===== src/hw/gtt_pkg.sv =====
// register map, field layout and step constants of the general timer block
// assumes a 32-bit apb slave with one register per aligned word
package gtt_pkg;

    // ------------------------------------------------------------------
    // register indices (byte address = 4 * index)
    // ------------------------------------------------------------------
    localparam int        ADDR_W          = 10;
    localparam logic [7:0] IDX_CTRL       = 8'h12;
    localparam logic [7:0] IDX_GPT_HI     = 8'h13;
    localparam logic [7:0] IDX_GPT_LO     = 8'h14;
    localparam logic [7:0] IDX_STATUS     = 8'h1F;

    // ------------------------------------------------------------------
    // timer_and_payment_control fields
    // ------------------------------------------------------------------
    localparam int        CTRL_TRIG_HI    = 7;
    localparam int        CTRL_TRIG_LO    = 5;
    localparam int        CTRL_MRT_STEP   = 3;
    localparam int        CTRL_NRT_NFC    = 2;
    localparam int        CTRL_NRT_PAY    = 1;
    localparam int        CTRL_NRT_STEP   = 0;
    localparam logic [7:0] CTRL_RST       = 8'h00;
    localparam logic [7:0] CTRL_WMASK     = 8'hEF;
    localparam logic [15:0] GPT_RST       = 16'h0000;

    // trigger source codes
    localparam logic [2:0] TRIG_NONE      = 3'h0;
    localparam logic [2:0] TRIG_RX_END    = 3'h1;
    localparam logic [2:0] TRIG_RX_START  = 3'h2;
    localparam logic [2:0] TRIG_TX_END    = 3'h3;

    // status fields
    localparam int        ST_GPT_RUN      = 0;
    localparam int        ST_NRT_RUN      = 1;
    localparam int        ST_MASK_RUN     = 2;

    // ------------------------------------------------------------------
    // steps in carrier clock periods
    // ------------------------------------------------------------------
    localparam int        DIV_W           = 13;
    localparam logic [12:0] GPT_STEP_CAR  = 13'h0008;
    localparam logic [12:0] MRT_STEP_SHORT = 13'h0040;
    localparam logic [12:0] MRT_STEP_LONG = 13'h0200;
    localparam logic [12:0] NRT_STEP_SHORT = 13'h0040;
    localparam logic [12:0] NRT_STEP_LONG = 13'h1000;

    // system clock period and general timer step, in ns
    localparam int        CLK_PERIOD_NS   = 25;
    localparam int        GPT_STEP_NS     = 590;

endpackage


===== src/hw/gtt_prescaler.sv =====
// carrier tick divider producing one step pulse every div_i carrier ticks
// assumes carrier_tick_i is a one-cycle pulse on clk_sys_i
`timescale 1ns/1ps
module gtt_prescaler #(
    parameter int DW = 13
) (
    // clock and reset
    input  wire logic          clk_sys_i,
    input  wire logic          rst_n_i,
    // control
    input  wire logic          clear_i,
    input  wire logic          carrier_tick_i,
    input  wire logic [DW-1:0] div_i,
    // step out
    output logic               step_o
);
    logic [DW-1:0] cnt_reg;

    // clear realigns so the first step after a start is a full one
    always_ff @(posedge clk_sys_i) begin
        if (!rst_n_i || clear_i) begin
            cnt_reg <= '0;
            step_o  <= 1'b0;
        end else if (carrier_tick_i) begin
            if (cnt_reg >= div_i - DW'(1)) begin
                cnt_reg <= '0;
                step_o  <= 1'b1;
            end else begin
                cnt_reg <= cnt_reg + DW'(1);
                step_o  <= 1'b0;
            end
        end else begin
            step_o <= 1'b0;
        end
    end
endmodule


===== src/hw/gtt_step_counter.sv =====
// reloadable down counter, one decrement per step pulse
// assumes start_i, stop_i and step_i are one-cycle pulses on clk_sys_i
`timescale 1ns/1ps
module gtt_step_counter #(
    parameter int W = 16
) (
    // clock and reset
    input  wire logic         clk_sys_i,
    input  wire logic         rst_n_i,
    // control
    input  wire logic         start_i,
    input  wire logic         stop_i,
    input  wire logic [W-1:0] load_i,
    input  wire logic         step_i,
    // state
    output logic              running_o,
    output logic              expire_o,
    output logic [W-1:0]      count_o
);
    // a start always reloads, even while running
    always_ff @(posedge clk_sys_i) begin
        if (!rst_n_i) begin
            running_o <= 1'b0;
            expire_o  <= 1'b0;
            count_o   <= '0;
        end else if (start_i) begin
            running_o <= (load_i != '0);
            expire_o  <= 1'b0;
            count_o   <= load_i;
        end else if (stop_i) begin
            running_o <= 1'b0;
            expire_o  <= 1'b0;
        end else if (running_o && step_i) begin
            count_o   <= count_o - W'(1);
            running_o <= (count_o != W'(1));
            expire_o  <= (count_o == W'(1));
        end else begin
            expire_o <= 1'b0;
        end
    end
endmodule


===== src/hw/gtt_timer_ctrl.sv =====
// general timer with trigger select and receive-mask / no-response timing
// assumes apb master on clk_sys_i, event inputs from logic on the same clock,
// carrier clock arriving as an asynchronous pin
//
// Behaviour
// - direct command always starts general timer
// - trigger select field bits 7..5, reset zero
// - code 000 adds no hardware trigger
// - code 001 also starts at reception end
// - code 010 also starts at reception start
// - code 011 also starts at transmission end
// - peer mode, code 011: expiry drops field
// - peer mode, code 011 enables no-response start
// - bit 3 picks mask step 64/512
// - bit 2 picks no-response start event
// - bit 1 selects payment no-response mode
// - bit 0 picks no-response step 64/4096
// - 16-bit timeout, high then low register
// - one timeout count is 8 carrier periods
// - timeout spans one step to full count
// - no-response expiry without reply raises event
// - receiver output ignored during mask interval
// - general expiry event; its interrupt suppressible by mask
//
// Decided for this implementation: register access over APB.
`timescale 1ns/1ps
module gtt_timer_ctrl (
    // clock and reset
    input  wire logic        clk_sys_i,
    input  wire logic        rst_n_i,
    // apb slave
    input  wire logic        psel_i,
    input  wire logic        penable_i,
    input  wire logic        pwrite_i,
    input  wire logic [9:0]  paddr_i,
    input  wire logic [31:0] pwdata_i,
    output logic [31:0]      prdata_o,
    output logic             pready_o,
    output logic             pslverr_o,
    // carrier clock pin
    input  wire logic        carrier_clock_i,
    // framing events and commands
    input  wire logic        cmd_start_gpt_i,
    input  wire logic        cmd_start_nrt_i,
    input  wire logic        rx_start_i,
    input  wire logic        rx_end_i,
    input  wire logic        tx_end_i,
    input  wire logic        peer_field_on_i,
    input  wire logic        active_peer_mode_i,
    input  wire logic        gpe_mask_i,
    // timer values held elsewhere
    input  wire logic [7:0]  mrt_value_i,
    input  wire logic [15:0] nrt_value_i,
    // receiver path
    input  wire logic        rx_data_i,
    output logic             rx_data_o,
    // results
    output logic             rx_mask_o,
    output logic             gpe_event_o,
    output logic             gpe_irq_o,
    output logic             nre_event_o,
    output logic             field_off_o,
    output logic             nrt_payment_mode_o
);
    // ------------------------------------------------------------------
    // registers and apb
    // ------------------------------------------------------------------
    logic [7:0]  ctrl_reg;
    logic [15:0] gpt_value_reg;
    logic [7:0]  status_next;
    logic [31:0] rdata_next;
    logic        setup;
    logic        wr_en;
    logic        mapped;
    logic [7:0]  idx;
    logic [2:0]  trig;

    assign idx   = paddr_i[9:2];
    assign setup = psel_i && !penable_i;
    assign wr_en = psel_i && penable_i && pready_o && pwrite_i;
    assign trig  = ctrl_reg[gtt_pkg::CTRL_TRIG_HI:gtt_pkg::CTRL_TRIG_LO];
    assign mapped = (idx == gtt_pkg::IDX_CTRL) || (idx == gtt_pkg::IDX_GPT_HI)
                 || (idx == gtt_pkg::IDX_GPT_LO) || (idx == gtt_pkg::IDX_STATUS);

    // control register; reserved bit 4 never stores
    always_ff @(posedge clk_sys_i) begin
        if (!rst_n_i) begin
            ctrl_reg <= gtt_pkg::CTRL_RST;
        end else if (wr_en && idx == gtt_pkg::IDX_CTRL) begin
            ctrl_reg <= pwdata_i[7:0] & gtt_pkg::CTRL_WMASK;
        end
    end

    // timeout halves; a write does not disturb a running count
    always_ff @(posedge clk_sys_i) begin
        if (!rst_n_i) begin
            gpt_value_reg <= gtt_pkg::GPT_RST;
        end else if (wr_en && idx == gtt_pkg::IDX_GPT_HI) begin
            gpt_value_reg[15:8] <= pwdata_i[7:0];
        end else if (wr_en && idx == gtt_pkg::IDX_GPT_LO) begin
            gpt_value_reg[7:0] <= pwdata_i[7:0];
        end
    end

    logic gpt_running;
    logic nrt_running;
    logic mrt_running;

    always_comb begin
        status_next = '0;
        status_next[gtt_pkg::ST_GPT_RUN]  = gpt_running;
        status_next[gtt_pkg::ST_NRT_RUN]  = nrt_running;
        status_next[gtt_pkg::ST_MASK_RUN] = mrt_running;
        case (idx)
            gtt_pkg::IDX_CTRL:   rdata_next = {24'h000000, ctrl_reg};
            gtt_pkg::IDX_GPT_HI: rdata_next = {24'h000000, gpt_value_reg[15:8]};
            gtt_pkg::IDX_GPT_LO: rdata_next = {24'h000000, gpt_value_reg[7:0]};
            gtt_pkg::IDX_STATUS: rdata_next = {24'h000000, status_next};
            default:             rdata_next = 32'h00000000;
        endcase
    end

    // answer is prepared in the setup cycle, so no wait states
    always_ff @(posedge clk_sys_i) begin
        if (!rst_n_i) begin
            pready_o  <= 1'b0;
            pslverr_o <= 1'b0;
            prdata_o  <= '0;
        end else if (setup) begin
            pready_o  <= 1'b1;
            pslverr_o <= !mapped;
            prdata_o  <= pwrite_i ? 32'h00000000 : rdata_next;
        end else begin
            pready_o  <= 1'b0;
            pslverr_o <= 1'b0;
            prdata_o  <= '0;
        end
    end

    // ------------------------------------------------------------------
    // carrier clock synchroniser
    // ------------------------------------------------------------------
    logic car_meta_reg;
    logic car_sync_reg;
    logic car_last_reg;
    logic car_tick;

    always_ff @(posedge clk_sys_i) begin
        if (!rst_n_i) begin
            car_meta_reg <= 1'b0;
            car_sync_reg <= 1'b0;
            car_last_reg <= 1'b0;
        end else begin
            car_meta_reg <= carrier_clock_i;
            car_sync_reg <= car_meta_reg;
            car_last_reg <= car_sync_reg;
        end
    end
    // rising edges only; carrier must stay below half the system rate
    assign car_tick = car_sync_reg && !car_last_reg;

    // ------------------------------------------------------------------
    // general purpose timer
    // ------------------------------------------------------------------
    logic        gpt_hw_start;
    logic        gpt_start;
    logic        gpt_step;
    logic        gpt_expire;
    logic [15:0] gpt_count;
    logic        peer_txend_mode;

    assign peer_txend_mode = active_peer_mode_i && (trig == gtt_pkg::TRIG_TX_END);

    always_comb begin
        case (trig)
            gtt_pkg::TRIG_NONE:     gpt_hw_start = 1'b0;
            gtt_pkg::TRIG_RX_END:   gpt_hw_start = rx_end_i;
            gtt_pkg::TRIG_RX_START: gpt_hw_start = rx_start_i;
            gtt_pkg::TRIG_TX_END:   gpt_hw_start = tx_end_i;
            default:                gpt_hw_start = 1'b0;
        endcase
    end
    assign gpt_start = cmd_start_gpt_i || gpt_hw_start;

    gtt_prescaler #(
        .DW (gtt_pkg::DIV_W)
    ) u_gpt_div (
        .clk_sys_i      (clk_sys_i),
        .rst_n_i        (rst_n_i),
        .clear_i        (gpt_start),
        .carrier_tick_i (car_tick),
        .div_i          (gtt_pkg::GPT_STEP_CAR),
        .step_o         (gpt_step)
    );

    // restart reloads through the counter's start path
    gtt_step_counter #(
        .W (16)
    ) u_gpt (
        .clk_sys_i (clk_sys_i),
        .rst_n_i   (rst_n_i),
        .start_i   (gpt_start),
        .stop_i    (1'b0),
        .load_i    (gpt_value_reg),
        .step_i    (gpt_step),
        .running_o (gpt_running),
        .expire_o  (gpt_expire),
        .count_o   (gpt_count)
    );

    always_ff @(posedge clk_sys_i) begin
        if (!rst_n_i) begin
            gpe_event_o <= 1'b0;
            gpe_irq_o   <= 1'b0;
            field_off_o <= 1'b0;
        end else begin
            gpe_event_o <= gpt_expire;
            gpe_irq_o   <= gpt_expire && !gpe_mask_i;
            field_off_o <= gpt_expire && peer_txend_mode;
        end
    end

    // ------------------------------------------------------------------
    // receive mask timer
    // ------------------------------------------------------------------
    logic [12:0] mrt_div;
    logic        mrt_step;

    assign mrt_div = ctrl_reg[gtt_pkg::CTRL_MRT_STEP] ? gtt_pkg::MRT_STEP_LONG
                                                      : gtt_pkg::MRT_STEP_SHORT;

    gtt_prescaler #(
        .DW (gtt_pkg::DIV_W)
    ) u_mrt_div (
        .clk_sys_i      (clk_sys_i),
        .rst_n_i        (rst_n_i),
        .clear_i        (tx_end_i),
        .carrier_tick_i (car_tick),
        .div_i          (mrt_div),
        .step_o         (mrt_step)
    );

    gtt_step_counter #(
        .W (8)
    ) u_mrt (
        .clk_sys_i (clk_sys_i),
        .rst_n_i   (rst_n_i),
        .start_i   (tx_end_i),
        .stop_i    (1'b0),
        .load_i    (mrt_value_i),
        .step_i    (mrt_step),
        .running_o (mrt_running),
        .expire_o  (),
        .count_o   ()
    );

    always_ff @(posedge clk_sys_i) begin
        if (!rst_n_i) begin
            rx_mask_o <= 1'b0;
            rx_data_o <= 1'b0;
        end else begin
            rx_mask_o <= mrt_running;
            rx_data_o <= rx_data_i && !mrt_running;
        end
    end

    // ------------------------------------------------------------------
    // no-response timer
    // ------------------------------------------------------------------
    logic [12:0] nrt_div;
    logic        nrt_start;
    logic        nrt_peer_start;
    logic        nrt_step;
    logic        nrt_expire;

    assign nrt_div = ctrl_reg[gtt_pkg::CTRL_NRT_STEP] ? gtt_pkg::NRT_STEP_LONG
                                                      : gtt_pkg::NRT_STEP_SHORT;

    // own field off is the general timer expiry in peer mode
    always_comb begin
        if (ctrl_reg[gtt_pkg::CTRL_NRT_NFC]) begin
            nrt_peer_start = peer_field_on_i;
        end else begin
            nrt_peer_start = gpt_expire;
        end
    end

    // peer mode needs code 011 to arm the start; otherwise end of tx
    assign nrt_start = cmd_start_nrt_i
                    || (active_peer_mode_i ? (peer_txend_mode && nrt_peer_start)
                                           : tx_end_i);

    gtt_prescaler #(
        .DW (gtt_pkg::DIV_W)
    ) u_nrt_div (
        .clk_sys_i      (clk_sys_i),
        .rst_n_i        (rst_n_i),
        .clear_i        (nrt_start),
        .carrier_tick_i (car_tick),
        .div_i          (nrt_div),
        .step_o         (nrt_step)
    );

    // a detected reply stops the count, so no expiry follows
    gtt_step_counter #(
        .W (16)
    ) u_nrt (
        .clk_sys_i (clk_sys_i),
        .rst_n_i   (rst_n_i),
        .start_i   (nrt_start),
        .stop_i    (rx_start_i && !nrt_start),
        .load_i    (nrt_value_i),
        .step_i    (nrt_step),
        .running_o (nrt_running),
        .expire_o  (nrt_expire),
        .count_o   ()
    );

    always_ff @(posedge clk_sys_i) begin
        if (!rst_n_i) begin
            nre_event_o        <= 1'b0;
            nrt_payment_mode_o <= 1'b0;
        end else begin
            nre_event_o        <= nrt_expire;
            nrt_payment_mode_o <= ctrl_reg[gtt_pkg::CTRL_NRT_PAY];
        end
    end

    // ------------------------------------------------------------------
    // checks
    // ------------------------------------------------------------------
    // counts synchronised carrier ticks, not cycles,
    // so the step check holds at any legal carrier rate
    logic [15:0] since_start_reg;

    always_ff @(posedge clk_sys_i) begin
        if (!rst_n_i || gpt_start) begin
            since_start_reg <= '0;
        end else if (car_tick && since_start_reg != 16'hFFFF) begin
            since_start_reg <= since_start_reg + 16'h0001;
        end
    end

    property p_cmd_start;
        @(posedge clk_sys_i) disable iff (!rst_n_i)
        cmd_start_gpt_i && gpt_value_reg != '0 |=> gpt_running && gpt_count == $past(gpt_value_reg);
    endproperty
    a_cmd_start: assert property (p_cmd_start) else $error("command did not start timer");

    property p_no_trigger;
        @(posedge clk_sys_i) disable iff (!rst_n_i)
        (trig == gtt_pkg::TRIG_NONE || trig[2]) && !cmd_start_gpt_i |-> !gpt_start;
    endproperty
    a_no_trigger: assert property (p_no_trigger) else $error("spurious timer start");

    property p_rx_end;
        @(posedge clk_sys_i) disable iff (!rst_n_i)
        trig == gtt_pkg::TRIG_RX_END && rx_end_i && gpt_value_reg != '0 |=> gpt_running;
    endproperty
    a_rx_end: assert property (p_rx_end) else $error("rx end did not start timer");

    property p_rx_start;
        @(posedge clk_sys_i) disable iff (!rst_n_i)
        trig == gtt_pkg::TRIG_RX_START && rx_start_i && gpt_value_reg != '0 |=> gpt_running;
    endproperty
    a_rx_start: assert property (p_rx_start) else $error("rx start did not start timer");

    property p_tx_end;
        @(posedge clk_sys_i) disable iff (!rst_n_i)
        trig == gtt_pkg::TRIG_TX_END && tx_end_i && gpt_value_reg != '0 |=> gpt_running;
    endproperty
    a_tx_end: assert property (p_tx_end) else $error("tx end did not start timer");

    property p_field_off;
        @(posedge clk_sys_i) disable iff (!rst_n_i)
        field_off_o |-> $past(gpt_expire) && $past(peer_txend_mode);
    endproperty
    a_field_off: assert property (p_field_off) else $error("field off without cause");

    property p_gpe_irq;
        @(posedge clk_sys_i) disable iff (!rst_n_i)
        gpt_expire |=> gpe_event_o && (gpe_irq_o == !$past(gpe_mask_i));
    endproperty
    a_gpe_irq: assert property (p_gpe_irq) else $error("expiry event wrong");

    property p_min_step;
        @(posedge clk_sys_i) disable iff (!rst_n_i)
        gpt_expire |-> since_start_reg >= 16'(gtt_pkg::GPT_STEP_CAR);
    endproperty
    a_min_step: assert property (p_min_step) else $error("timer expired too early");

    property p_mask_rx;
        @(posedge clk_sys_i) disable iff (!rst_n_i)
        tx_end_i && mrt_value_i != '0 |-> ##2 !rx_data_o && rx_mask_o;
    endproperty
    a_mask_rx: assert property (p_mask_rx) else $error("receiver not masked");

    property p_nre_reply;
        @(posedge clk_sys_i) disable iff (!rst_n_i)
        rx_start_i && !nrt_start |=> ##1 !nre_event_o;
    endproperty
    a_nre_reply: assert property (p_nre_reply) else $error("no-response after reply");

    c_gpt_expire: cover property (@(posedge clk_sys_i) disable iff (!rst_n_i) gpe_irq_o);
    c_restart:    cover property (@(posedge clk_sys_i) disable iff (!rst_n_i)
                                  gpt_running && gpt_start);
    c_nre:        cover property (@(posedge clk_sys_i) disable iff (!rst_n_i) nre_event_o);
    c_field_off:  cover property (@(posedge clk_sys_i) disable iff (!rst_n_i) field_off_o);
endmodule


===== config.mk =====
export PLATFORM = sky130hd
export DESIGN_NAME = gtt_timer_ctrl
export DESIGN_NICKNAME = d
export VERILOG_FILES = /design/src/hw/gtt_pkg.sv /design/src/hw/gtt_prescaler.sv /design/src/hw/gtt_step_counter.sv /design/src/hw/gtt_timer_ctrl.sv
export SDC_FILE = /design/constraint.sdc
export NUM_CORES = 1
export LEC_CHECK = 0
export BUFFER_PORTS_ARGS = -buffer_cell sky130_fd_sc_hd__buf_2
export CELL_PAD_IN_SITES_DETAIL_PLACEMENT = 0
export CELL_PAD_IN_SITES_GLOBAL_PLACEMENT = 1
export CORE_MARGIN = 4
export CORE_UTILIZATION = 39
export CTS_BUF_LIST = sky130_fd_sc_hd__clkbuf_4
export DETAILED_ROUTE_END_ITERATION = 8
export PLACE_DENSITY = 0.76
export SLEW_MARGIN = 40
export SYNTH_ARGS = -nofsm -noshare
export SYNTH_HDL_FRONTEND = slang
export SYNTH_SLANG_ARGS = --single-unit

===== constraint.sdc =====
create_clock -name clk_sys_i -period 1.91 [get_ports clk_sys_i]
set_input_delay 0.2865 -clock clk_sys_i [delete_from_list [all_inputs] [get_ports clk_sys_i]]
set_output_delay 0.2865 -clock clk_sys_i [all_outputs]
set_load 0.05 [all_outputs]

==> summary.md, run 1 <==
| Metric | Value |
|---|---|
| Status | finished, violations left |
| Failing checks | setup timing |
| # diodes | 0 |
| Worst slew slack as a fraction of its limit | 0.583 |
| Area of all sequential standard cells | 0.00261 mm² |
| Yosys reg bits | 130 |
| Count of unresolved DRC violations after routing | 0 |
| Netlist cell types | 62 |
| Net switching power of the design | 1.44 mW |
| Critical path launch point type | register |
| Level count of the clock H-tree | 4 |
| Antenna violations before repair | 0 |
| Post-detailed-route count of antenna-violating nets | 0 |
| Number of DRC markers after the initial detailed-route iteration | 299 |
| Standard-cell row count | 46 |
| Fillers | 1565 |
| Clk buf depth | 2 |
| Kind of path behind the tightest hold check | in -> reg |
| Number of buffers inserted during clock tree synthesis | 17 |
| Synthesized instance count | 711 |
| Core region area | 0.0159 mm² |
| Proportion of total power due to net switching | 0.283 |
| Most used standard cell by instance count after synthesis | dfxtp_1 |
| Layout overhead on the synthesized area | 21.2% |
| Number of warning messages in the yosys log | 0 |
| Layout Cells excl Fill | 1063 |
| Fin Clk Skew | 0.0145 ns |
| Ratio of final minimum period to clock period | 1.01 |
| Power Dens Cells | 658 mW/mm² |
| FF-to-FF path depth | 7 |
| Vias | 5653 |
| Worst-path maximum fanout | 7 |
| Dominant combinational cell family by area after synthesis | simple AND/OR/NAND/NOR gates |
| First element of the critical path | ctrl_reg[0]$_SDFFE_PN0P_ |
| Vias in the first global route | 5363 |
| Global placer's final weighted congestion | 0.830 |
| Slew of the pin with the lowest slew margin | 0.625 ns |
| Setup slack, reg-to-reg | -0.02 ns |
| Kind of capture point of the worst setup path | register |
| Multi-input gate area in the final layout | 0.00360 mm² |
| Final setup vio count | 10 |
| Effective utilization at floorplan | 0.400 |
| Multiplexer share of the synthesized area | 0.0528 |
| Final instance area | 0.00773 mm² |
| Hold path cells | 3 |
| Sinks on Clock Net | 130 |
| Average vias per placed instance | 5.32 |
| Number of instances in the placed design | 1011 |
| Number of endpoints with negative hold slack in the final report | 0 |
| Router iterations before antenna repair | 5 |
| Largest voltage drop on the vdd net | 314 µV |
| Final core area utilization | 0.485 |
| Max Cap Violations | 0 |
| Share of synthesized cell area in and, or, nand and nor gates | 0.246 |
| Start of the worst register-to-register path | ctrl_reg[0]$_SDFFE_PN0P_ |
| Synthesized area per cell | 8.96 µm² |
| Horizontal extent of the die | 136 µm |
| Relative contribution of sequential cells to total power | 0.557 |
| Total internal power | 3.65 mW |
| Clock power frac | 0.323 |
| Post-DP HPWL | 12.0 mm |
| Fin. max-slew vios | 0 |
| Total wirelength of the detailed-routed design | 16.4 mm |
| Total cell area at the placement stage | 0.00718 mm² |
| CTS Root Cell | clkbuf_4 |
| Comb pwr share | 0.120 |
| Data required time of the worst path | 2.37 ns |
| Pin count of the biggest net entering global routing | 41 |
| CTS clock-pin slew for the worst setup and hold paths | 0.11 ns |
| Endpoint of the lowest-slack register-to-register path | u_nrt_div.step_o$_SDFF_PP0_ |
| NumNets Final | 933 |
| Commonest register cell after synthesis | dfxtp_1 |
| Kind of critical path | reg -> reg |
| Global-route wire length before repair | 26.1 mm |
| Clock tree from TritonCTS | built |
| Leading cell types by total area after synthesis | dfxtp_1 (41%), mux2i_1 (4.4%), nor2_1 (4.2%) |
| Detailed-route wire length per cell | 15.4 µm |
| Port Buffer Count | 71 |
| Fmax achieved | 519 MHz |
| Synthesized-area fraction occupied by adder cells | 0.0353 |
| Skew-Pair Late Insertion Delay | 0.53 ns |
| Proportion of register bits with asynchronous set or reset after synthesis | 0 |
| Die height | 136 µm |
| Setup repair after global routing missed its margin | true |
| Arrival time of the worst setup path | 2.39 ns |
| Synthesized-area fraction occupied by xor and xnor cells | 0.0756 |
| Worst setup path endpoint | u_nrt_div.step_o$_SDFF_PP0_ |
| Commonest cells post-synth | dfxtp_1 (130), nor2_1 (72), nand2_1 (37) |
| Cell taking the most area after synthesis | dfxtp_1 |
| Worst setup timing slack at the placement stage | -0.0650 ns |
| Minimum clock period | 1.93 ns |
| Total Die Area | 0.0185 mm² |
| Share of synthesized area occupied by flip-flops and latches | 0.408 |
| Area share of the leading cell type in the synthesized netlist | 0.408 |
| Total Routing Usage GR | 0.177 |
| Layout cells sized above 1 | 0.208 |
| Leakage power summed over all cells | 2.87 nW |
| Area of the mapped netlist | 0.00637 mm² |
| Post-synthesis compound-gate area fraction | 0.122 |
| I/O pin cnt | 122 |
| Overflow after GRT | 0 |
| Number of enable-type register cells in the synthesized netlist | 0 |
| Power consumption | 5.09 mW |
| Worst Setup Slack, final | -0.0184 ns |
## per-layer routing
layer / vias up / global-route usage / routed length [µm]
met5: - / 0 / 0
met4: 0 / 0.0521 / 212
met3: 15 / 0.0422 / 853
met2: 145 / 0.290 / 7740
met1: 2694 / 0.233 / 7580
li1: 2799 / - / -
## final cells by class
class | count | share of cell area
multi-input cells | 533 | 0.466
flip-flops and latches | 130 | 0.337
repair buffers | 134 | 0.121
well taps | 216 | 0.0350
clock buffers | 19 | 0.0185
clock inverters | 13 | 0.0123
inverters | 18 | 0.00972
## critical path, cell delays in order, from the launching register on
cell and delay, ns:
dfxtp_4 0.39, inv_8 0.06, ha_4 0.27, nand4_1 0.11, or4_4 0.52, a31oi_4 0.23, buf_6 0.16, nor2b_1 0.11
## repair_timing
action	in CTS	in global routing
pin swaps	3	4
buffers inserted	1	2
hold buffers	15	1
cloned	1	0
resized for setup	11	9
setup endpoints to repair	11	17
endpoints found under the hold margin	17	1
## worst min-delay path by stage
stage,from,to,slack (ns)
2_1_floorplan,gpe_mask_i,gpe_irq_o$_SDFF_PN0_,0.36
3_3_place_gp,car_meta_reg$_SDFF_PN0_,car_sync_reg$_SDFF_PN0_,0.43
3_5_place_dp,car_meta_reg$_SDFF_PN0_,car_sync_reg$_SDFF_PN0_,0.44
4_1_cts,pwdata_i[5],gpt_value_reg[5]$_SDFFE_PN0P_,0.002
5_1_grt,pwdata_i[0],gpt_value_reg[0]$_SDFFE_PN0P_,0.02
6_report,pwdata_i[1],ctrl_reg[1]$_SDFFE_PN0P_,0.05
## power by group through the flow
stage	Combinational (mW)	Sequential [mW]	Clock (mW)
6_report	0.611	2.83	1.64
5_1_grt	0.660	2.84	1.85
4_1_cts	0.605	2.83	1.71
3_5_place_dp	0.579	2.89	0
3_3_place_gp	0.572	2.89	0
2_1_floorplan	0.396	2.90	0
## through the flow
step | TNS, ns | hold slack [ns]
6_report | -0.0933 | 0.0501
5_1_grt | -0.494 | 0.0209
4_1_cts | 0 | 0.00232
3_5_place_dp | -0.642 | 0.442
3_3_place_gp | -0.0602 | 0.426
2_1_floorplan | -0.0574 | 0.359
## logic make-up after synthesis
logic type | after synthesis
flip-flops | 130
other | 1
multiplexers | 33
AO/OA/AOI/OAI | 123
XOR/XNOR | 55
buffers and inverters | 71
adder cells (fa/ha/maj) | 18
AND/OR/NAND/NOR | 280
## cells in the final DEF, fill, tap and decap left out, types with 4 or more instances in the layout
cell / count
nor3b_1: 5
buf_2: 71
nand2_1: 37
xor2_1: 28
mux2_2: 5
buf_12: 5
clkbuf_4: 19
ha_4: 6
nor2_1: 72
o31ai_1: 4
o21ai_0: 34
nand4b_1: 6
a21oi_1: 33
nand4_1: 24
clkinv_2: 7
inv_1: 16
and3_1: 8
nor3_1: 33
xnor2_1: 27
and4b_1: 4
conb_1: 24
dlygate4sd3_1: 16
nand3b_1: 4
or4_1: 7
a211oi_1: 14
dfxtp_1: 128
or3_1: 11
nor2b_1: 6
mux2i_1: 28
a31oi_1: 8
nor4_1: 21
buf_4: 41
and2_1: 7
nand3_1: 12
a22oi_1: 7
ha_1: 12
Power figures use the tool's default switching activity.
==> run 2, diff against run 1 <==
--- a/config.mk
+++ b/config.mk
@@ -9,10 +9,10 @@
 export CELL_PAD_IN_SITES_DETAIL_PLACEMENT = 0
 export CELL_PAD_IN_SITES_GLOBAL_PLACEMENT = 1
 export CORE_MARGIN = 4
-export CORE_UTILIZATION = 39
+export CORE_UTILIZATION = 47
 export CTS_BUF_LIST = sky130_fd_sc_hd__clkbuf_4
 export DETAILED_ROUTE_END_ITERATION = 8
-export PLACE_DENSITY = 0.76
+export PLACE_DENSITY = 0.86
 export SLEW_MARGIN = 40
 export SYNTH_ARGS = -nofsm -noshare
 export SYNTH_HDL_FRONTEND = slang
==> constraint.sdc (replaced) <==
create_clock -name clk_sys_i -period 2.4 [get_ports clk_sys_i]
set_input_delay 0.36 -clock clk_sys_i [delete_from_list [all_inputs] [get_ports clk_sys_i]]
set_output_delay 0.36 -clock clk_sys_i [all_outputs]
set_load 0.05 [all_outputs]
==> run 2 against run 1 <==
- the run now ends clean
- clock skew down 0.0026 ns
- first-iteration DRC count rose by 1.0%
- die area down 16%
- global-route usage rose by 1.8 points
- core utilization rose by 5.2 points
- via count fell by 4.5%
- sequential power shrank 20%
- critical path depth stayed put
- total power is 23% lower
- sequential cell count unchanged
- wire length shrank 7.9%
- critical endpoint is now u_nrt_div.cnt_reg[4]$_SDFFE_PP0P_
- largest cell class unchanged
- largest power group unchanged
==> summary.md, run 2 (same netlist as run 1, synthesis figures left out) <==
| Metric | Value |
|---|---|
| Max Cap Violations | 0 (unchanged) |
| Kind of capture point of the worst setup path | register |
| Count of unresolved DRC violations after routing | 0 (unchanged) |
| Status | finished clean |
| Number of DRC markers after the initial detailed-route iteration | 302 (+1.0%) |
| Detailed-route wire length per cell | 15.4 µm (+0.13%) |
| Area of all sequential standard cells | 0.00260 mm² (-0.19%) |
| CTS Root Cell | clkbuf_4 |
| Port Buffer Count | 71 (unchanged) |
| Global-route wire length before repair | 25.0 mm (-4.4%) |
| Worst Setup Slack, final | 0.232 ns (+0.250 ns) |
| Standard-cell row count | 42 (-8.7%) |
| I/O pin cnt | 122 (unchanged) |
| Total wirelength of the detailed-routed design | 15.1 mm (-7.9%) |
| Number of buffers inserted during clock tree synthesis | 17 (unchanged) |
| Core region area | 0.0132 mm² (-17%) |
| Leakage power summed over all cells | 2.63 nW (-8.4%) |
| Slew of the pin with the lowest slew margin | 0.609 ns (-0.0166 ns) |
| Antenna violations before repair | 0 (unchanged) |
| Multi-input gate area in the final layout | 0.00349 mm² (-3.1%) |
| Arrival time of the worst setup path | 2.55 ns (+0.16 ns) |
| Total internal power | 2.88 mW (-21%) |
| Total Routing Usage GR | 0.195 (+0.0183) |
| Number of endpoints with negative hold slack in the final report | 0 (unchanged) |
| Total Die Area | 0.0155 mm² (-16%) |
| Average vias per placed instance | 5.52 (+3.8%) |
| Most frequent cells in the layout | dfxtp_1 (130), nor2_1 (72), buf_2 (71), nand2_1 (37) |
| Commonest non-fill, non-tap cell in the layout | dfxtp_1 |
| Skew-Pair Late Insertion Delay | 0.52 ns (about the same) |
| Relative contribution of sequential cells to total power | 0.573 (+0.016) |
| Post-detailed-route count of antenna-violating nets | 0 (unchanged) |
| Post-CTS Resized | 0 (-11) |
| Total of hold buffers inserted after clock tree synthesis | 1 (-14) |
| Kind of critical path | reg -> reg |
| Die height | 124 µm (-8.4%) |
| Clock tree from TritonCTS | built |
| Clock power frac | 0.319 (-0.004) |
| Router iterations before antenna repair | 5 (unchanged) |
| Global placer's final weighted congestion | 0.847 (+2.1%) |
| Minimum clock period | 2.17 ns (+0.240 ns) |
| Worst slew slack as a fraction of its limit | 0.591 (+0.00770) |
| Overflow after GRT | 0 (unchanged) |
| Power Dens Cells | 554 mW/mm² (-16%) |
| Data required time of the worst path | 2.79 ns (+0.42 ns) |
| Vias in the first global route | 5174 (-3.5%) |
| Kind of path behind the tightest hold check | in -> reg |
| Pin count of the biggest net entering global routing | 41 (unchanged) |
| Layout overhead on the synthesized area | 11.6% |
| Level count of the clock H-tree | 4 (unchanged) |
| Worst-path maximum fanout | 11 (+4) |
| Comb pwr share | 0.108 (-0.012) |
| NumNets Final | 889 (-4.7%) |
| Clk buf depth | 2 (unchanged) |
| Sinks on Clock Net | 130 (unchanged) |
| Effective utilization at floorplan | 0.481 (+0.0815) |
| Worst setup timing slack at the placement stage | 0.260 ns (+0.325 ns) |
| Final setup vio count | 0 (-10) |
| Ratio of final minimum period to clock period | 0.903 (-0.106) |
| Critical path launch point type | register |
| Net switching power of the design | 1.07 mW (-26%) |
| Largest voltage drop on the vdd net | 358 µV (+14%) |
| Layout cells sized above 1 | 0.160 (-0.0482) |
| Fin. max-slew vios | 0 (unchanged) |
| CTS clock-pin slew for the worst setup and hold paths | 0.10 ns (about the same) |
| Horizontal extent of the die | 124 µm (-8.4%) |
| Post-DP HPWL | 11.3 mm (-6.2%) |
| Proportion of total power due to net switching | 0.271 (-0.0127) |
| # diodes | 0 (unchanged) |
| Final TNS setup | 0 ns (+0.0933 ns) |
| Fin Clk Skew | 0.0118 ns (-0.00265 ns) |
| Buffers inserted by post-CTS timing repair | 0 (-1) |
| Setup repair after global routing missed its margin | false |
| Fillers | 1273 (-19%) |
| Vias | 5401 (-4.5%) |
| Fmax achieved | 461 MHz (-11%) |
## run 2: cell types whose count changed in the layout (fill, tap and decap cells not counted), sizes merged
cell	previous run	this run
buf	118	88
clkbuf	19	21
clkinvlp	3	0
dlygate4sd3	16	2
## run 2: power by group through the flow
stage | sequential (mW) | clock [mW] | combinational (mW)
after floorplan | 2.30 | 0 | 0.315
after global placement | 2.31 | 0 | 0.412
after detailed placement | 2.31 | 0 | 0.419
after CTS | 2.26 | 1.30 | 0.422
after global routing | 2.27 | 1.40 | 0.462
final | 2.26 | 1.26 | 0.425
## run 2: per-stage QoR
step	cell area, µm²	power (mW)	hold slack (ns)	instances	util
detailed placement	6860	2.73	0.436	945	0.518
global route	7110	4.14	0.000337	978	0.537
finish	7110	3.94	0.0634	978	0.537
global placement	6860	2.72	0.415	945	0.518
CTS	7100	3.98	0.000480	977	0.536
floorplan	6460	2.62	0.412	734	-
## run 2: layout make-up
| class | instances | share of cell area |
|---|---|---|
| multi-input combinational | 533 | 0.491 |
| sequential | 130 | 0.366 |
| timing repair buffer | 90 | 0.0707 |
| tap | 176 | 0.0310 |
| clock buffer | 21 | 0.0222 |
| clock inverter | 10 | 0.00968 |
| inverter | 18 | 0.00950 |
## run 2: per-layer routing
layer	routed length (µm)	part of all wire	GRT usage	vias up
met5	0	0	0	-
met4	130	0.0086	0.0561	0
met2	7160	0.47	0.315	124
met1	7140	0.47	0.255	2559
li1	-	-	-	2707
met3	667	0.044	0.0557	11
## run 2: worst paths after layout
| path | cells after the start | slack [ns] | endpoint | start |
|---|---|---|---|---|
| setup / recovery | 7 | 0.23 | u_nrt_div.cnt_reg[4]$_SDFFE_PP0P_ | ctrl_reg[0]$_SDFFE_PN0P_ |
| hold / removal | 3 | 0.06 | rx_data_o$_SDFF_PN0_ | rx_data_i |
| setup reg to reg | 7 | 0.23 | u_nrt_div.cnt_reg[4]$_SDFFE_PP0P_ | ctrl_reg[0]$_SDFFE_PN0P_ |
| hold reg to reg | 1 | 0.45 | nre_event_o$_SDFF_PN0_ | u_nrt.expire_o$_SDFF_PP0_ |
## run 2: worst max-delay path, stage by stage (launching register included)
cell	delay [ns]
dfxtp_1	0.34
inv_1	0.13
ha_1	0.34
nand4b_1	0.13
or4_1	0.62
a31oi_1	0.20
buf_4	0.21
nor3_1	0.06
